===== config.mk =====
export PLATFORM = sky130hd
export DESIGN_NAME = wwed_detector
export DESIGN_NICKNAME = d
export VERILOG_FILES = /design/src/verilog/wwed_pkg.sv /design/src/verilog/wwed_detector.sv
export SDC_FILE = /design/constraint.sdc
export NUM_CORES = 1
export LEC_CHECK = 0
export CAP_MARGIN = 15
export CORE_MARGIN = 1
export CORE_UTILIZATION = 25
export CTS_CLUSTER_DIAMETER = 100
export DETAILED_ROUTE_END_ITERATION = 8
export DONT_BUFFER_PORTS = 1
export SETUP_SLACK_MARGIN = 0.3
export SLEW_MARGIN = 10
export SYNTH_ARGS = -nofsm -noshare
export SYNTH_HDL_FRONTEND = slang
export SYNTH_SLANG_ARGS = --single-unit

===== constraint.sdc =====
create_clock -name clk -period 5.7 [get_ports clk]
set_clock_uncertainty 0.15 [all_clocks]
set_input_delay 0.57 -clock clk [delete_from_list [all_inputs] [get_ports clk]]
set_output_delay 0.57 -clock clk [all_outputs]
set_load 0.01 [all_outputs]

===== src/verilog/wwed_pkg.sv =====
// package of constants and carrier types for the within-window event detector
//----------------------------------------------------------------------
// Overview of operation
// - Active flag rises only after the condition held debounce-count consecutive samples.
// - Active flag sits at status bit 7; without latch, reads zero when nothing inside.
// - Enabled axes combine by all-axes or any-axis, chosen by config two.
// - Axis inside flag is one when strictly between lower and upper thresholds.
// - Axis flags at status bits 5, 3, 1; other bits zero, read-only.
// - Axis flag only means anything while its axis enable is one.
// - No axis enabled means no within-window event is ever raised.
// - Absolute mode compares raw samples; relative mode compares sample-to-sample change.
// - Wake enabled and active set resets the wake/sleep timer every sample.
// - With wake enabled, no automatic sleep until the active flag clears.
// - Latch mode captures axis flags when active rises; status read clears them.
// - Without latch, axis flags update when active is set and count reached.
// - Without latch and zero debounce count, axis flags update every sample.
// - Active flag can be routed to either interrupt pin.
// - Latch mode asserts active only on false-to-true change of the condition.
// - Without latch, axis flags follow in real time and may clear unread.
// - Axis takes part only when its enable bit in config one is one.
//----------------------------------------------------------------------
package wwed_pkg;
	localparam int AXES = 3;
	localparam int SAMPLE_W = 8;
	localparam int ADDR_W = 6;
	localparam int DATA_W = 32;

	// register indexes; byte address is four times the index
	localparam logic [ADDR_W-1:0] IDX_STATUS = 6'h2E;
	localparam logic [ADDR_W-1:0] IDX_CFG_ONE = 6'h2F;
	localparam logic [ADDR_W-1:0] IDX_CFG_TWO = 6'h30;
	localparam logic [ADDR_W-1:0] IDX_UPPER = 6'h31;
	localparam logic [ADDR_W-1:0] IDX_LOWER = 6'h32;
	localparam logic [ADDR_W-1:0] IDX_DBCNT = 6'h33;
	localparam logic [ADDR_W-1:0] IDX_CFG_FOUR = 6'h34;

	localparam logic [7:0] RESET_BYTE = 8'h00;
	localparam logic [7:0] CNT_MAX = 8'hFF;
	localparam logic [7:0] CNT_ONE = 8'h01;

	// status layout
	localparam int ST_ACTIVE_BIT = 7;
	localparam int ST_AXIS_POS [AXES] = '{5, 3, 1};
	// config one layout
	localparam int C1_LATCH_BIT = 6;
	localparam int C1_EN_POS [AXES] = '{2, 1, 0};
	// config two layout
	localparam int C2_ALL_BIT = 0;
	localparam int C2_RELATIVE_BIT = 1;
	// config four layout
	localparam int C4_WAKE_BIT = 0;
	localparam int C4_ROUTE_A_BIT = 1;
	localparam int C4_ROUTE_B_BIT = 2;

	typedef struct packed {
		logic read;
		logic write;
		logic [ADDR_W-1:0] address;
		logic [DATA_W-1:0] writedata;
	} wwed_avl_req_t;

	typedef struct packed {
		logic [DATA_W-1:0] readdata;
		logic waitrequest;
	} wwed_avl_rsp_t;

	typedef struct packed {
		logic strobe;
		logic [AXES-1:0][SAMPLE_W-1:0] value;
	} wwed_sample_t;

	typedef struct packed {
		logic interruptPinA;
		logic interruptPinB;
		logic wakeTimerReset;
		logic sleepInhibit;
	} wwed_event_t;
endpackage


===== src/verilog/wwed_detector.sv =====
// within-window event detector with its Avalon-MM register slave
//
// Chosen here: the Avalon-MM register port.
`timescale 1ns/1ps
module wwed_detector (
	input wire logic clk,
	input wire logic resetn,
	input wire wwed_pkg::wwed_avl_req_t avsReq,
	output wwed_pkg::wwed_avl_rsp_t avsRsp,
	input wire wwed_pkg::wwed_sample_t sampleIn,
	output wwed_pkg::wwed_event_t eventOut
);
	//----------------------------------------------------------------------
	// state
	//----------------------------------------------------------------------
	typedef struct packed {
		logic [7:0] cfgOne;
		logic [7:0] cfgTwo;
		logic [7:0] cfgFour;
		logic [7:0] upper;
		logic [7:0] lower;
		logic [7:0] dbcnt;
		logic [wwed_pkg::AXES-1:0][wwed_pkg::SAMPLE_W-1:0] prev;
		logic [7:0] cnt;
		logic armed;
		logic active;
		logic [wwed_pkg::AXES-1:0] axisFlag;
		wwed_pkg::wwed_avl_rsp_t rsp;
		wwed_pkg::wwed_event_t evt;
	} wwed_state_t;

	wwed_state_t state_reg;
	wwed_state_t state_next;

	localparam wwed_state_t STATE_RESET = '{
		cfgOne: wwed_pkg::RESET_BYTE,
		cfgTwo: wwed_pkg::RESET_BYTE,
		cfgFour: wwed_pkg::RESET_BYTE,
		upper: wwed_pkg::RESET_BYTE,
		lower: wwed_pkg::RESET_BYTE,
		dbcnt: wwed_pkg::RESET_BYTE,
		prev: '0,
		cnt: wwed_pkg::RESET_BYTE,
		armed: 1'b1,
		active: 1'b0,
		axisFlag: '0,
		rsp: '{readdata: '0, waitrequest: 1'b1},
		evt: '0
	};

	//----------------------------------------------------------------------
	// per-axis window comparison
	//----------------------------------------------------------------------
	logic [wwed_pkg::AXES-1:0] insideW;
	logic [wwed_pkg::AXES-1:0] enableW;
	logic relativeMode;
	logic signed [wwed_pkg::SAMPLE_W:0] upperExt;
	logic signed [wwed_pkg::SAMPLE_W:0] lowerExt;

	assign relativeMode = state_reg.cfgTwo[wwed_pkg::C2_RELATIVE_BIT];
	assign upperExt = {state_reg.upper[wwed_pkg::SAMPLE_W-1], state_reg.upper};
	assign lowerExt = {state_reg.lower[wwed_pkg::SAMPLE_W-1], state_reg.lower};

	genvar gi;
	generate
		for (gi = 0; gi < wwed_pkg::AXES; gi++) begin : gAxis
			logic signed [wwed_pkg::SAMPLE_W:0] curExt;
			logic signed [wwed_pkg::SAMPLE_W:0] prevExt;
			logic signed [wwed_pkg::SAMPLE_W:0] measured;
			assign curExt = {sampleIn.value[gi][wwed_pkg::SAMPLE_W-1], sampleIn.value[gi]};
			assign prevExt = {state_reg.prev[gi][wwed_pkg::SAMPLE_W-1], state_reg.prev[gi]};
			// delta of two signed samples always fits one extra bit
			assign measured = relativeMode ? curExt - prevExt : curExt;
			assign insideW[gi] = (measured < upperExt) && (measured > lowerExt);
			assign enableW[gi] = state_reg.cfgOne[wwed_pkg::C1_EN_POS[gi]];

		end
	endgenerate

	//----------------------------------------------------------------------
	// combination and debounce
	//----------------------------------------------------------------------
	logic anyInside;
	logic allInside;
	logic condNow;
	logic [7:0] cntInc;
	logic countMet;
	logic latchMode;
	logic [wwed_pkg::AXES-1:0] maskedFlags;

	assign maskedFlags = insideW & enableW;
	assign anyInside = |maskedFlags;
	// empty enable set must not make the all-axes test vacuously true
	assign allInside = (&(insideW | ~enableW)) & (|enableW);
	assign condNow = state_reg.cfgTwo[wwed_pkg::C2_ALL_BIT] ? allInside : anyInside;
	assign cntInc = (state_reg.cnt == wwed_pkg::CNT_MAX) ? state_reg.cnt : state_reg.cnt + wwed_pkg::CNT_ONE;
	assign countMet = condNow && (cntInc >= state_reg.dbcnt);
	assign latchMode = state_reg.cfgOne[wwed_pkg::C1_LATCH_BIT];

	//----------------------------------------------------------------------
	// bus decode
	//----------------------------------------------------------------------
	logic busReq;
	logic busAccept;
	logic busDone;
	logic statusRead;
	logic [7:0] statusByte;
	logic [7:0] readByte;

	assign busReq = avsReq.read | avsReq.write;
	// one wait cycle: waitrequest drops the cycle after a request is seen
	assign busAccept = busReq & state_reg.rsp.waitrequest;
	assign busDone = busReq & ~state_reg.rsp.waitrequest;
	// clear on the accept edge, which also loads readdata: a sample landing in between cannot be lost
	assign statusRead = busAccept & avsReq.read & (avsReq.address == wwed_pkg::IDX_STATUS);

	always_comb begin
		statusByte = wwed_pkg::RESET_BYTE;
		statusByte[wwed_pkg::ST_ACTIVE_BIT] = state_reg.active;
		for (int i = 0; i < wwed_pkg::AXES; i++) begin
			statusByte[wwed_pkg::ST_AXIS_POS[i]] = state_reg.axisFlag[i];
		end
	end

	always_comb begin
		unique case (avsReq.address)
			wwed_pkg::IDX_STATUS: readByte = statusByte;
			wwed_pkg::IDX_CFG_ONE: readByte = state_reg.cfgOne;
			wwed_pkg::IDX_CFG_TWO: readByte = state_reg.cfgTwo;
			wwed_pkg::IDX_UPPER: readByte = state_reg.upper;
			wwed_pkg::IDX_LOWER: readByte = state_reg.lower;
			wwed_pkg::IDX_DBCNT: readByte = state_reg.dbcnt;
			wwed_pkg::IDX_CFG_FOUR: readByte = state_reg.cfgFour;
			default: readByte = wwed_pkg::RESET_BYTE;
		endcase
	end

	//----------------------------------------------------------------------
	// next state
	//----------------------------------------------------------------------
	always_comb begin
		state_next = state_reg;
		state_next.evt.wakeTimerReset = 1'b0;
		state_next.rsp.waitrequest = ~busAccept;
		if (busAccept && avsReq.read) begin
			state_next.rsp.readdata = {{(wwed_pkg::DATA_W-8){1'b0}}, readByte};
		end
		if (busDone && avsReq.write) begin
			unique case (avsReq.address)
				wwed_pkg::IDX_CFG_ONE: state_next.cfgOne = avsReq.writedata[7:0];
				wwed_pkg::IDX_CFG_TWO: state_next.cfgTwo = avsReq.writedata[7:0];
				wwed_pkg::IDX_UPPER: state_next.upper = avsReq.writedata[7:0];
				wwed_pkg::IDX_LOWER: state_next.lower = avsReq.writedata[7:0];
				wwed_pkg::IDX_DBCNT: state_next.dbcnt = avsReq.writedata[7:0];
				wwed_pkg::IDX_CFG_FOUR: state_next.cfgFour = avsReq.writedata[7:0];
				default: ;
			endcase
		end
		// read clears latched results; a set in the same cycle below wins
		if (statusRead && latchMode) begin
			state_next.active = 1'b0;
			state_next.axisFlag = '0;
		end
		if (sampleIn.strobe) begin
			state_next.prev = sampleIn.value;
			state_next.cnt = condNow ? cntInc : wwed_pkg::RESET_BYTE;
			if (state_reg.cfgFour[wwed_pkg::C4_WAKE_BIT] && state_reg.active) begin
				state_next.evt.wakeTimerReset = 1'b1;
			end
			if (latchMode) begin
				if (countMet && state_reg.armed && !state_reg.active) begin
					state_next.active = 1'b1;
					state_next.armed = 1'b0;
					state_next.axisFlag = maskedFlags;
				end
				if (!condNow) begin
					state_next.armed = 1'b1;
				end
			end else begin
				state_next.armed = 1'b1;
				state_next.active = countMet;
				if (countMet || state_reg.dbcnt == wwed_pkg::RESET_BYTE) begin
					state_next.axisFlag = maskedFlags;
				end
			end
		end
		state_next.evt.sleepInhibit = state_next.cfgFour[wwed_pkg::C4_WAKE_BIT] & state_next.active;
		state_next.evt.interruptPinA = state_next.cfgFour[wwed_pkg::C4_ROUTE_A_BIT] & state_next.active;
		state_next.evt.interruptPinB = state_next.cfgFour[wwed_pkg::C4_ROUTE_B_BIT] & state_next.active;
	end

	always_ff @(posedge clk or negedge resetn) begin
		if (!resetn) begin
			state_reg <= STATE_RESET;
		end else begin
			state_reg <= state_next;
		end
	end

	assign avsRsp = state_reg.rsp;
	assign eventOut = state_reg.evt;
endmodule


# Yosys cells after proc, flatten, opt, wreduce, memory -nomap -nowiden
# Cells that the tools add are included.
[classes]
mux = 20
magnitude_cmp = 7
div = 0
addsub = 4
n_bitwise = 14
n_reduce_logical = 23
mul = 0
eq_ne = 9
shifts = 0
[ops]
columns = ["operator", "n"]
rows = [
  ["$pmux 8 s7", 1],
  ["$eq 6x6->1 const B", 7],
  ["$mux 8", 5],
  ["$gt 9x8->1", 3],
  ["$lt 9x8->1", 3],
  ["$mux 27", 1],
  ["$mux 9", 3],
  ["$sub 8x8->9", 3],
  ["$reduce_and 2->1", 7],
  ["$logic_and 1x1->1", 10],
  ["$mux 5", 2],
  ["$add 8x1->8 const B", 1],
  ["$and 1x1->1", 8],
  ["$eq 8x8->1 const B", 1],
  ["$ge 8x8->1", 1],
  ["$logic_not 8->1", 1],
  ["$mux 4", 2],
  ["$mux 3", 2],
  ["$reduce_or 3->1", 2],
  ["$mux 1", 4],
  ["$and 3x3->3", 1],
  ["$ne 3x2->1 const B", 1],
  ["$not 3->3", 1],
  ["$or 3x3->3", 1],
  ["other kinds (5)", 6],
]
[word_totals]
latch_bits = 0
elab_cells = 97
mem_bits_rw = 0
romBits = 0
memories = 0
in_bits = 67
output_inout_bits = 37
register_bits = 98

# Longest topological paths before layout
[logic_depth]
ltp_word = 16
ltp_mapped = 21
depth_no_buf = 20

# Least setup slack after synthesis
# OpenSTA, ideal clock, no wires.
[synth_path]
path_type = "input to register"
startpoint = "in sampleIn[0] in the netlist's numbering"
endpoint = "reg state_reg[43] in the netlist's numbering"
setup_ns = 0.136
n_path_buf = 1
path_slack_ns = 1.617
arrival_ns = 3.797
cell_stages = 20
t_required_ns = 5.414
cell_sequence = "inv_1 ha_1 fa_1 nor2b_1 o21ai_0 nand2b_1 a21o_1 a21o_1 xor2_1 mux2_2 ha_1 a21o_1 a211o_1 a31oi_1 a211oi_2 and2_4 o31ai_4 and2_4 buf_12 o22ai_2"
[synth_between]
elab_chain_cells = 9
elab_cells_between_ends = 12
cone_classes = "add/sub (1); order compare (2); mux (3); bitwise (3); reduce/logical (3)"
[synth_rtl]
columns = ["item", "line", "rtl"]
rows = [
  ["start: declaration", "wwed_detector.sv:10", "input wire wwed_pkg::wwed_sample_t sampleIn,"],
  ["$sub 8x8->9", "wwed_detector.sv:73", "assign measured = relativeMode ? curExt - prevExt : curExt;"],
  ["$mux 9 *", "wwed_detector.sv:73", ""],
  ["$lt 9x8->1 / $gt 9x8->1 (equally long branches)", "wwed_detector.sv:74", "assign insideW[gi] = (measured < upperExt) && (measured > lowerExt);"],
  ["$logic_and 1x1->1 *", "wwed_detector.sv:74", ""],
  ["$or 3x3->3", "wwed_detector.sv:94", "assign allInside = (&(insideW | ~enableW)) & (|enableW);"],
  ["$reduce_and 3->1", "wwed_detector.sv:94", ""],
  ["$and 1x1->1", "wwed_detector.sv:94", ""],
  ["$mux 1 *", "wwed_detector.sv:95", "assign condNow = state_reg.cfgTwo[wwed_pkg::C2_ALL_BIT] ? allInside : anyInside;"],
  ["$mux 8 *", "wwed_detector.sv:166", "state_next.cnt = condNow ? cntInc : wwed_pkg::RESET_BYTE;"],
  ["end signal: assignment", "wwed_detector.sv:196", "state_reg <= state_next;"],
  ["end: declaration", "wwed_detector.sv:32", "wwed_state_t state_reg;"],
]
# Mark *: on every way between the ends. The rest lies on a longest branch, timed or not.
# A chain may end at the register's enable or synchronous reset.

# Final worst setup path
[layout_path]
startpoint = "reg state_reg, in the netlist gAxis[0].prevExt[1]"
endpoint = "reg state_reg[41] in the netlist's numbering"
[layout_between]
elab_chain_cells = 13
elab_cells_between_ends = 18
cone_classes = "add/sub (1); order compare (2); eq/ne (1); mux (4); bitwise (3); reduce/logical (7)"
[layout_rtl]
columns = ["item", "line", "rtl"]
rows = [
  ["$sub 8x8->9 *", "wwed_detector.sv:73", ""],
  ["$mux 9 *", "wwed_detector.sv:73", ""],
  ["$lt 9x8->1 / $gt 9x8->1 (equally long branches)", "wwed_detector.sv:74", ""],
  ["$logic_and 1x1->1 *", "wwed_detector.sv:74", ""],
  ["$or 3x3->3", "wwed_detector.sv:94", ""],
  ["$reduce_and 3->1", "wwed_detector.sv:94", ""],
  ["$and 1x1->1", "wwed_detector.sv:94", ""],
  ["$mux 1 *", "wwed_detector.sv:95", ""],
  ["$logic_and 1x1->1", "wwed_detector.sv:97", "assign countMet = condNow && (cntInc >= state_reg.dbcnt);"],
  ["$logic_and 1x1->1 (2 in a row)", "wwed_detector.sv:171", "if (countMet && state_reg.armed && !state_reg.active) begin"],
  ["$ne 3x2->1 (no source line)", "n/a", ""],
  ["$reduce_and 2->1 (no source line)", "n/a", ""],
]
# Marks and branches as above.

==> summary.txt <==
Layout
  – Share of layout cells above drive strength 1: approximately 14%
  – Most common cell after layout, fill and taps aside: dfrtp_1
  – Fin nets: 925
  – Area of the multi-input gates: 4390 um^2
  – Layout Area Growth over Synthesis: 7.06%
  – Final cell count without fillers: 1160
  – Most frequent cells in the layout: dfrtp_1, ha_1, nand2_1
  – Final instance area: 7970 um^2
  – N_diodes: 0
  – Largest register FFs: 48
  – Fill count: 3139
  – Register area: 2450 um^2

Power and ir drop
  – Flop pwr share: a little under two fifths
  – Comb pwr share: 30.8%
  – Clock share of power: 31.0%
  – Max IR drop VDD: 0.131 mV
  – Internal Power: around 1.3 mW
  – Net Sw Frac: 34.8%
  – Net switching power: 0.717 mW
  – Lkg Pwr: 3.61 nW
  – Pwr dens: 259 nW/um^2

Worst setup path
  – Crit-path cells: inv_1 > ha_1 > nor2b_1 > o21ai_0 > a21boi_0 > o21ai_0 > a21boi_0 > o21ai_0 > o311ai_0 > ha_1 > a211o_1 > a31oi_1 > a211oi_2 > and2_4 > o31ai_4 > and2_4 > o22a_1
  – Critical Path Most Common Cell: o21ai_0
  – Worst r2r src: gAxis[0].prevExt[1]
  – Slowest CP cell: o311ai_0
  – FF-to-FF path depth: 17
  – Critical Path Start Type: flop
  – Slowest stage delay, CP: 690 ps
  – WP data required: 5870 ps
  – CP top delay family: compound AO/OA/AOI/OAI gates
  – Worst Setup SP: gAxis[0].prevExt[1]
  – CP Capture Type: flop
  – Crit path kind: reg -> reg
  – Crit-path max FO: 11
  – CP Buf/Inv Count: 1
  – WP depth: 17
  – CP Data Arrival Time: 4650 ps

Status
  – Outcome: finished, final reports clean

Floorplanning
  – Core outline area: 29000 um^2
  – FP Rows: 62
  – Starting Density: 25.6%
  – DIE HEIGHT: 175 um
  – Die Width: ~170 um
  – Die area: between 30000 and 40000 um^2
  – I/O pins: roughly 100

Place
  – Dpl hpwl: 13600 um
  – PortBufs: 0
  – RePlAce Congestion: roughly 0.84
  – Placed Cells: 1142
  – Placed Area: ~7600 um^2

Global route
  – Largest net degree at the start of global routing: 99
  – Vias in the first global route: 5244
  – First-pass GRT wire length: 28700 um
  – Initial antenna violation count: 0
  – All-Layer GR Usage: 12.1%
  – Grt ovf: 0

Timing
  – Hold Fails Final Rpt: 0
  – Sum Neg Setup Slack: 0 ps
  – Max transition margin: 43.3%
  – Final min period: approximately 4500 ps
  – Fmax: between 0.2 and 0.25 GHz
  – Final Cycle Share: 78.7%
  – Setup violations, final: 0
  – Slew Viols, Final: 0
  – RSZ-0062 raised after global routing: no
  – Least-Margin Pin Slew: between 800 and 900 ps

Drt
  – Detailed-route via count: 5386
  – Initial drt markers: 361
  – 1st-pass router iterations: 4
  – Via density: 4.64
  – # DRC: 0
  – DRT Wirelength: between 15000 and 20000 um
  – ANT nets after route: 0
  – Avg WL per Cell: 15.3 um

Clock network
  – CTS tree: done
  – Clock-pin slew on the worst setup and hold paths: 80 ps
  – Clk_lat worst skew: 370 ps
  – Clk root buf: clkbuf_16
  – Htree depth: 3
  – Total CTS buffers: 9
  – CTS max path bufs: 2
  – Post-CTS Setup Bufs: 0
  – Post-cts hold buffer count: 2
  – Clock sinks: 98
  – Post_cts resized: 0

Min path
  – Min-delay src: avsReq[39]
  – Worst Hold Depth: 1
  – Hold Crit Class: in -> reg

Synth
  – Yosys warns: 0
  – Number of synthesized flops with an enable pin: 0
  – Mapped Cells: 792
  – Synth Register Bits: 98
  – Post-Syn Area: between 7000 and 8000 um^2
  – Netlist cell types: 79
  – Sequential-to-total area share from yosys stat: 33.0%
  – Ys flop type: dfrtp_1
  – Post-synth ARST share: 100%
  – Mean Syn Cell Area: 9.40 um^2

Job
  – Max_cap viols: 0
-- stage by stage --
stage          utilization (%)  total power [mW]  setup WS, ps  hold slack [ps]
2_1_floorplan                -              1.31          1620              124
3_3_place_gp              26.3              1.40          1150              133
3_5_place_dp              26.3              1.42          1090              133
4_1_cts                   27.5              2.08          1230              106
5_1_grt                   27.5              2.21           837              121
6_report                  27.5              2.06          1220              118
-- final cells by class --
| type | instances | area share, % |
|---|---|---|
| tap | 384 | 6.03 |
| sequential | 98 | 30.8 |
| timing repair buffer | 4 | 0.660 |
| clock buffer | 9 | 2.83 |
| inverter | 76 | 3.58 |
| clock inverter | 7 | 0.974 |
| multi-input combinational | 582 | 55.1 |
-- kinds of logic (layout without fill, tap and decap cells) --
family                     Yosys count  after routing  synth area share [%]
AOI/OAI and AO/OA                  185            185                  16.8
xor gates and xnor gates            12             12                  1.41
adders and majority gates           87             87                  14.9
buffers and inverters              135             96                  9.16
DFF                                 98             98                  33.0
muxes                               72             72                  10.7
other                                1             24                0.0504
and+or+nand+nor                    202            202                  13.9
-- Yosys cell counts, types with 4 or more instances --
library cell | n | area share, %
dfrtp_1 | 96 | 32
buf_4 | 37 | 3.7
and2_1 | 4 | 0.34
o221ai_1 | 6 | 0.71
and3_1 | 5 | 0.42
nand3_1 | 13 | 0.87
nor2b_1 | 12 | 1.0
o22ai_2 | 6 | 1.0
nand4_1 | 5 | 0.42
a31oi_1 | 6 | 0.50
a21oi_1 | 32 | 2.2
a21o_1 | 9 | 0.91
a32o_1 | 4 | 0.54
o21a_1 | 4 | 0.40
nand2_1 | 82 | 4.1
mux2i_1 | 12 | 1.6
o31ai_1 | 6 | 0.61
inv_1 | 76 | 3.8
a211oi_1 | 7 | 0.71
xnor2_1 | 8 | 0.94
clkbuf_1 | 16 | 0.81
a22oi_1 | 4 | 0.40
ha_1 | 84 | 14
nor3_1 | 5 | 0.34
nand2b_1 | 17 | 1.4
a21boi_0 | 8 | 0.81
mux2_2 | 60 | 9.1
xor2_1 | 4 | 0.47
o21ai_0 | 62 | 4.2
nor2_1 | 32 | 1.6
-- power groups by stage --
| stage | logic, mW | registers [mW] | clock network, mW |
|---|---|---|---|
| after floorplan | 0.529 | 0.785 | 0 |
| after global placement | 0.597 | 0.799 | 0 |
| after detailed placement | 0.618 | 0.801 | 0 |
| after CTS | 0.639 | 0.787 | 0.659 |
| after global routing | 0.730 | 0.795 | 0.687 |
| final | 0.635 | 0.788 | 0.638 |
-- worst register-to-register path: stages, from the launching register on --
cell and delay, ps:
dfrtp_1 370, inv_1 60, ha_1 260, nor2b_1 110
o21ai_0 100, a21boi_0 250, o21ai_0 150, a21boi_0 250
o21ai_0 130, o311ai_0 690, ha_1 380, a211o_1 270
a31oi_1 200, a211oi_2 110, and2_4 190, o31ai_4 280
and2_4 320, o22a_1 180
-- worst paths after layout --
check,to,slack (ps)
max reg2reg,state_reg[41],1220
min reg2reg,avsRsp[0],360
min in group asynchronous,eventOut[2],590
min,avsRsp[0],120
max,state_reg[41],1220
max in group asynchronous,gAxis[2].prevExt[7],4320
-- routing by layer --
metal	track usage (%)	wire length [um]
met5	0	0
met4	3.88	212
met2	19.9	8380
met1	15.8	8040
met3	2.71	1070
Note: power is estimated with default switching activity, not from simulation.
